`config.mk`:
```
export PLATFORM = sky130hd
export DESIGN_NAME = cpc_top
export DESIGN_NICKNAME = d
export VERILOG_FILES = /design/src/cpc_pkg.sv /design/src/cpc_counter.sv /design/src/cpc_top.sv
export SDC_FILE = /design/constraint.sdc
export NUM_CORES = 1
export LEC_CHECK = 0
export BUFFER_PORTS_ARGS = -buffer_cell sky130_fd_sc_hd__clkbuf_2
export CAP_MARGIN = 5
export CORE_MARGIN = 1
export CORE_UTILIZATION = 57
export CTS_CLUSTER_DIAMETER = 150
export CTS_CLUSTER_SIZE = 12
export DETAILED_ROUTE_END_ITERATION = 6
export PLACE_DENSITY = 0.79
export RECOVER_POWER = 100
export SETUP_SLACK_MARGIN = 0.02
export SLEW_MARGIN = 5
export SYNTH_ARGS = -nofsm -noshare
export SYNTH_HDL_FRONTEND = slang
export SYNTH_SLANG_ARGS = --single-unit
```
`constraint.sdc`:
```
create_clock -name clock -period 3.4 [get_ports clock]
set_input_delay 0.68 -clock clock [delete_from_list [all_inputs] [get_ports clock]]
set_output_delay 0.68 -clock clock [all_outputs]
set_load 0.005 [all_outputs]
```
`src/cpc_pkg.sv`:
```
// package for cpu performance counter block: events, channels, constants
// Operation
// - branch taken adds two to counter
// - counters run only on cpu clock
// - 32-bit counters, pairs chain to 64
// - extension enable on channels one and three
// - overflow detected and shown on outputs
// - uncached cacheable-area access still counts cacheable
// - cache-on counting may under or over count
// - non-realtime trace makes results unreliable
// - separate read and write cache access, miss
// - request, response and elapsed cycle counts
// - host initialize clears all counters
package cpc_pkg;
	localparam int CPC_NUM_CH     = 4;
	localparam int CPC_CNT_W      = 32;
	localparam int CPC_SEL_W      = 4;
	localparam int CPC_EXT_PAIRS  = 2;
	localparam logic [3:0] CPC_BRANCH_INC = 4'h2;
	localparam logic [3:0] CPC_UNIT_INC   = 4'h1;
	localparam logic [3:0] CPC_ZERO_INC   = 4'h0;
	typedef enum logic [3:0] {
		CPC_EV_NONE      = 4'h0,
		CPC_EV_BRANCH    = 4'h1,
		CPC_EV_OC_ACC_RD = 4'h2,
		CPC_EV_OC_ACC_WR = 4'h3,
		CPC_EV_OC_MIS_RD = 4'h4,
		CPC_EV_OC_MIS_WR = 4'h5,
		CPC_EV_BUS_REQ   = 4'h6,
		CPC_EV_BUS_RSP   = 4'h7,
		CPC_EV_CYCLE     = 4'h8
	} cpc_event_t;
endpackage

```
`src/cpc_counter.sv`:
```
// one 32-bit result counter with carry out and sticky overflow
`timescale 1ns/1ps
module cpc_counter #(
	parameter int WIDTH = 32
) (
	input  wire logic             clock,
	input  wire logic             rst_n,
	input  wire logic             init,
	input  wire logic [3:0]       inc,
	input  wire logic             carry_in_en,
	input  wire logic             carry_in,
	output logic [WIDTH-1:0]      count_r,
	output logic                  carry_r,
	output logic                  ovf_r
);
	logic [WIDTH-1:0] count_nxt;
	logic             carry_nxt;
	logic             ovf_nxt;
	logic [WIDTH:0]   sum;
	logic [WIDTH-1:0] add;
	initial begin
		if (WIDTH < 4) $error("cpc_counter width too small");
	end
	always_comb begin
		add = carry_in_en ? {{(WIDTH-1){1'b0}}, carry_in} : {{(WIDTH-4){1'b0}}, inc};
		sum = {1'b0, count_r} + {1'b0, add};
		count_nxt = sum[WIDTH-1:0];
		carry_nxt = sum[WIDTH];
		ovf_nxt   = ovf_r | sum[WIDTH];
		if (init) begin
			count_nxt = '0;
			carry_nxt = 1'b0;
			ovf_nxt   = 1'b0;
		end
	end
	always_ff @(posedge clock or negedge rst_n) begin
		if (!rst_n) begin
			count_r <= '0;
			carry_r <= 1'b0;
			ovf_r   <= 1'b0;
		end else begin
			count_r <= count_nxt;
			carry_r <= carry_nxt;
			ovf_r   <= ovf_nxt;
		end
	end
endmodule

```
`src/cpc_top.sv`:
```
// cpu performance counters: event selection, chaining, overflow
`timescale 1ns/1ps
module cpc_top
	import cpc_pkg::*;
#(
	parameter int NUM_CH = cpc_pkg::CPC_NUM_CH,
	parameter int CNT_W  = cpc_pkg::CPC_CNT_W
) (
	input  wire logic                                    clock,
	input  wire logic                                    rst_n,
	input  wire logic                                    init,
	input  wire logic [NUM_CH*cpc_pkg::CPC_SEL_W-1:0]    event_sel,
	input  wire logic                                    ext_en_one,
	input  wire logic                                    ext_en_three,
	input  wire logic                                    ev_branch,
	input  wire logic                                    ev_oc_acc_rd,
	input  wire logic                                    ev_oc_acc_wr,
	input  wire logic                                    ev_oc_mis_rd,
	input  wire logic                                    ev_oc_mis_wr,
	input  wire logic                                    ev_cacheable_area,
	input  wire logic                                    ev_bus_req,
	input  wire logic                                    ev_bus_rsp,
	output logic [NUM_CH*CNT_W-1:0]                      count_out,
	output logic [NUM_CH-1:0]                            ovf_out
);
	import cpc_pkg::*;
	initial begin
		if (NUM_CH != CPC_NUM_CH || CNT_W < $bits(CPC_BRANCH_INC)) begin
			$error("cpc_top needs four channels of at least four bits");
		end
	end
	logic [3:0]           inc      [NUM_CH];
	logic [NUM_CH-1:0]    cin_en;
	logic [NUM_CH-1:0]    carry;
	logic [NUM_CH-1:0]    ovf_raw;
	logic [CNT_W-1:0]     cnt      [NUM_CH];
	logic [NUM_CH-1:0]    ovf_nxt;
	logic [NUM_CH-1:0]    ovf_r;
	logic                 ext_one_r;
	logic                 ext_three_r;
	logic                 ext_one_nxt;
	logic                 ext_three_nxt;

	// extension only changes at initialize so a live pair never splits mid-count
	always_comb begin
		ext_one_nxt   = ext_one_r;
		ext_three_nxt = ext_three_r;
		if (init) begin
			ext_one_nxt   = ext_en_one;
			ext_three_nxt = ext_en_three;
		end
	end
	always_ff @(posedge clock or negedge rst_n) begin
		if (!rst_n) begin
			ext_one_r   <= 1'b0;
			ext_three_r <= 1'b0;
		end else begin
			ext_one_r   <= ext_one_nxt;
			ext_three_r <= ext_three_nxt;
		end
	end

	always_comb begin
		for (int i = 0; i < NUM_CH; i++) begin
			case (cpc_event_t'(event_sel[i*CPC_SEL_W +: CPC_SEL_W]))
				CPC_EV_BRANCH:    inc[i] = ev_branch ? CPC_BRANCH_INC : CPC_ZERO_INC;
				// cacheable area counted even when page attribute bars caching
				CPC_EV_OC_ACC_RD: inc[i] = (ev_oc_acc_rd & ev_cacheable_area) ? CPC_UNIT_INC : CPC_ZERO_INC;
				CPC_EV_OC_ACC_WR: inc[i] = (ev_oc_acc_wr & ev_cacheable_area) ? CPC_UNIT_INC : CPC_ZERO_INC;
				CPC_EV_OC_MIS_RD: inc[i] = ev_oc_mis_rd ? CPC_UNIT_INC : CPC_ZERO_INC;
				CPC_EV_OC_MIS_WR: inc[i] = ev_oc_mis_wr ? CPC_UNIT_INC : CPC_ZERO_INC;
				CPC_EV_BUS_REQ:   inc[i] = ev_bus_req ? CPC_UNIT_INC : CPC_ZERO_INC;
				CPC_EV_BUS_RSP:   inc[i] = ev_bus_rsp ? CPC_UNIT_INC : CPC_ZERO_INC;
				CPC_EV_CYCLE:     inc[i] = CPC_UNIT_INC;
				default:          inc[i] = CPC_ZERO_INC;
			endcase
		end
		// upper halves of a chained pair take only the lower half's carry
		cin_en = '0;
		cin_en[1] = ext_one_r;
		cin_en[3] = ext_three_r;
	end

	// event inputs are same-clock core strobes, so no synchroniser.
	// counts are raw: trace stalls and cache-on skew are not corrected
	for (genvar g = 0; g < NUM_CH; g++) begin : g_ch
		cpc_counter #(
			.WIDTH(CNT_W)
		) u_cnt (
			.clock      (clock),
			.rst_n      (rst_n),
			.init       (init),
			.inc        (inc[g]),
			.carry_in_en(cin_en[g]),
			.carry_in   ((g % 2 == 1) ? carry[g-(g%2)] : 1'b0),
			.count_r    (cnt[g]),
			.carry_r    (carry[g]),
			.ovf_r      (ovf_raw[g])
		);
	end

	// a lower half wrapping inside a chain is not an overflow
	always_comb begin
		ovf_nxt = ovf_raw;
		if (ext_one_r) ovf_nxt[0] = 1'b0;
		if (ext_three_r) ovf_nxt[2] = 1'b0;
		if (ext_one_r) ovf_nxt[1] = ovf_raw[1];
		if (init) ovf_nxt = '0;
	end
	always_ff @(posedge clock or negedge rst_n) begin
		if (!rst_n) begin
			ovf_r     <= '0;
			count_out <= '0;
		end else begin
			ovf_r <= ovf_nxt;
			for (int i = 0; i < NUM_CH; i++) begin
				count_out[i*CNT_W +: CNT_W] <= init ? '0 : cnt[i];
			end
		end
	end
	assign ovf_out = ovf_r;
endmodule

```
==> metrics.log <==
INFO  metric starting_drc_count_in_detailed_routing = 458
INFO  metric leakagePower = 5.81 nW
INFO  metric finalCritPeriodShare = approximately 88%
INFO  metric postSynth.asyncResetShare = 100%
INFO  metric synth.yosys.seq_area_share = between 50% and 60%
INFO  metric final_common_cell = sky130_fd_sc_hd__dfrtp_1
INFO  metric cp_data_required_time = around 3.8 ns
INFO  metric run_status = finished, violations left
INFO  metric final_net_count = 1239
INFO  metric worst-endpoint-arrival = 3.43 ns
INFO  metric area.sequential = 0.00671 mm2
INFO  metric synth_top_cells_by_area = sky130_fd_sc_hd__dfrtp_1 (59%), sky130_fd_sc_hd__nor2b_1 (6.4%), sky130_fd_sc_hd__mux2_2 (3.8%)
INFO  metric worstSetupStartpoint = event_sel[2]
INFO  metric synth.largest_area_cell = sky130_fd_sc_hd__dfrtp_1
INFO  metric layout.cell_area.non_filler = between 0.01 and 0.015 mm2
INFO  metric ctsHtreeMaxLevel = 1
INFO  metric first_global_vias = 7813
INFO  metric setup.worst_path.class = in -> reg
INFO  metric max_freq = 0.335 GHz
INFO  metric mostFrequentLayoutCells = sky130_fd_sc_hd__dfrtp_1 (268), sky130_fd_sc_hd__nor2b_1 (117), sky130_fd_sc_hd__nor2_1 (108), sky130_fd_sc_hd__clkbuf_1 (100), sky130_fd_sc_hd__clkbuf_2 (63)
INFO  metric start_kind = input port
INFO  metric global_route_wire_length_before_repair = 38.0 mm
INFO  metric dp.final_hpwl = 15.6 mm
INFO  metric syn-instance-count = 1036
INFO  metric hold_path.class = in -> reg
INFO  metric path_max_fanout = 11
INFO  metric remaining_drc_errors = 0
INFO  metric io-pin-count = 161
INFO  metric num_antenna_cells = 0
INFO  metric finalWorstPathRequiredPeriod = about 3 ns
INFO  metric powerDensity = around 460 mW/mm2
INFO  metric finalHoldViolations = 0
INFO  metric final.fill_count = 1580
INFO  metric multi_input_area = about 0.0044 mm2
INFO  metric r2r.worst_path.cells = 10
INFO  metric proportion_of_layout_cells_with_a_drive_suffix_above_1 = 12.6%
INFO  metric setup-violations-final = 0
INFO  metric grt_use_total = a little under a quarter
INFO  metric fp.dieArea = ~0.020 mm2
INFO  metric p_total = 5.94 mW
INFO  metric first_pass_iters = 5
INFO  metric postSynth.topFlopCell = sky130_fd_sc_hd__dfrtp_1
INFO  metric routed_via_density = 5.58
INFO  metric number_of_distinct_library_cell_variants_in_the_gate_level_netlist_after_synthesis = 39
INFO  metric placement_rows = 51
INFO  metric cts_resized = 0
INFO  metric detail-route-antenna-nets = 0
INFO  metric routedWlPerCell = 15.8 um
INFO  metric holdBufCountCts = 0
INFO  metric wl = between 20 and 25 mm
INFO  metric yosysWarningCount = 0
INFO  metric cts-root-to-sink-buffers = 3
INFO  metric post_cts.repair.setup_buffers = 0
INFO  metric worstMarginPinSlew = 2.79 ns
INFO  metric tritoncts = yes
INFO  metric effective_utilization_at_floorplan = 58.2%
INFO  metric yosysTopAreaCellShare = 59.0%
INFO  metric die_outline_width = 143 um
INFO  metric cts_buffers = 26
INFO  metric clock_sinks = 268
INFO  metric flop2flop_setup_slack = 0.64 ns
INFO  metric violations_in_the_final_reports = max-capacitance violations, max-slew violations
INFO  metric rsz_0062_raised_after_global_routing = false
INFO  metric clk_pin_slew_worst_paths = around 0.06 ns
INFO  metric count_of_flip_flops_with_a_built_in_enable_after_synthesis = 0
INFO  metric antenna_violations_before_repair = 1
INFO  metric r2r_end = g_ch[1].u_cnt.count_r[16]
INFO  metric ctsRootBufferMaster = sky130_fd_sc_hd__clkbuf_16
INFO  metric skew = 0.0127 ns
INFO  metric synthesis.nets = around 1100
INFO  metric maxCapViolations = 2
INFO  metric areaGrowthSynthToFinish = 15.0%
INFO  metric worst_setup_path_endpoint = g_ch[0].u_cnt.count_r[30]
INFO  metric timing.critical_path.to_type = flop
INFO  metric finalWeightedCongestion = 0.817
INFO  metric grt_start_max_net_pins = 90
INFO  metric synth-seq-cells = 268
INFO  metric place.port_buffers = 160
INFO  metric final_max_slew_viol_count = around 120
INFO  metric later_pin_clock_latency_in_the_skew_report = 0.52 ns
INFO  metric die_outline_height = 143 um
INFO  metric dr_total_vias = approximately 8200
INFO  metric crit-reg2reg-launch = ext_one_r
INFO  metric max_slew_margin = -86.3%
INFO  metric post_synth_instance_area = 0.0114 mm2
INFO  metric overflow = 0
INFO  metric post_synth.cell_area_avg = 11.0 um2
INFO  metric placedInstanceArea = 0.0125 mm2
INFO  metric power.ir.vdd_worst = 0.361 mV
INFO  metric core-area = 0.0195 mm2
[area by class of cell]
| class | instances | share of cell area, % |
|---|---|---|
| clock inverter | 1 | 0.0671 |
| clock buffer | 27 | 5.17 |
| inverter | 29 | 0.833 |
| sequential | 268 | 51.3 |
| timing repair buffer | 181 | 6.66 |
| multi-input combinational | 692 | 33.4 |
| tap | 265 | 2.54 |
[flip-flops by register name, summed over array words and instances, names as in the netlist]
signal              flops
g_ch.u_cnt.count_r    128
count_out             128
ext_one_r               1
ext_three_r             1
g_ch.u_cnt.ovf_r        4
ovf_out                 4
g_ch.u_cnt.carry_r      2
[stage by stage]
stage	instances	hold slack (ns)	setup slack, ns	utilization [%]	TNS [ns]
after global routing	1463	0.385	0.123	66.9	0
after floorplan	1036	0.384	0.214	-	0
after detailed placement	1435	0.486	-0.0379	64.2	-0.0791
final	1463	0.385	0.414	66.9	0
after CTS	1463	0.0954	0.490	67.7	0
after global placement	1435	0.480	0.0881	64.2	0
[how the worst min path moves through the flow]
stage,from,to,slack (ns),cells after the start
floorplan,rst_n,count_out[0],0.38,0
global placement,g_ch[0].u_cnt.ovf_r,g_ch[0].u_cnt.ovf_r,0.48,2
detailed placement,g_ch[0].u_cnt.ovf_r,g_ch[0].u_cnt.ovf_r,0.49,2
CTS,rst_n,count_out[118],0.1,1
global route,ext_en_one,ext_one_r,0.39,2
finish,ext_en_one,ext_one_r,0.38,2
[synth_stat cells (4+ instances only)]
master	number
sky130_fd_sc_hd__dfrtp_1	268
sky130_fd_sc_hd__nor2b_1	117
sky130_fd_sc_hd__nor2_1	108
sky130_fd_sc_hd__a21oi_1	56
sky130_fd_sc_hd__nand3_1	44
sky130_fd_sc_hd__clkbuf_1	39
sky130_fd_sc_hd__mux2_2	38
sky130_fd_sc_hd__nand2_1	37
sky130_fd_sc_hd__nand4_1	30
sky130_fd_sc_hd__nor4_1	30
sky130_fd_sc_hd__xnor2_1	30
sky130_fd_sc_hd__inv_1	29
sky130_fd_sc_hd__o21ai_0	29
sky130_fd_sc_hd__or3_1	29
sky130_fd_sc_hd__or4_1	28
sky130_fd_sc_hd__nor3_1	25
sky130_fd_sc_hd__o31ai_1	22
sky130_fd_sc_hd__and4_1	13
sky130_fd_sc_hd__xor2_1	11
sky130_fd_sc_hd__ha_1	8
sky130_fd_sc_hd__and3_1	7
sky130_fd_sc_hd__buf_1	7
sky130_fd_sc_hd__a21o_1	4
sky130_fd_sc_hd__fa_1	4
[critical path: stages]
cell and delay (ns):
sky130_fd_sc_hd__clkbuf_1 0.13, sky130_fd_sc_hd__nor2b_1 0.27, sky130_fd_sc_hd__a21oi_1 0.10, sky130_fd_sc_hd__o21ai_0 0.15
sky130_fd_sc_hd__o21a_1 0.14, sky130_fd_sc_hd__ha_1 0.21, sky130_fd_sc_hd__fa_1 0.32, sky130_fd_sc_hd__nand4_4 0.12
sky130_fd_sc_hd__or4_4 0.62, sky130_fd_sc_hd__or4_1 0.54, sky130_fd_sc_hd__a21oi_1 0.15
[power by group]
part	leakage (nW)	switching, mW	total, mW	internal [mW]
Combinational	1.73	0.157	0.224	0.0675
Sequential	3.74	0.0145	3.22	3.21
Clock	0.337	1.11	2.50	1.39
[layer usage]
| metal | global-route usage [%] | routed length (um) |
|---|---|---|
| met1 | 32.0 | 10400 |
| met2 | 37.6 | 10800 |
| met3 | 4.36 | 1280 |
| met4 | 7.53 | 639 |
| met5 | 0 | 13 |
[cells by family (layout without fill, tap and decap cells)]
kind of cell,Yosys count,after routing,share of synthesized area [%]
simple gates,480,480,23.4
flops,268,268,59.0
compound gates,117,117,5.90
buf+inv,76,238,2.58
mux,42,42,4.34
xor+xnor,41,41,3.16
fa+ha+maj,12,12,1.59
Note: power is estimated with default switching activity, not from simulation.
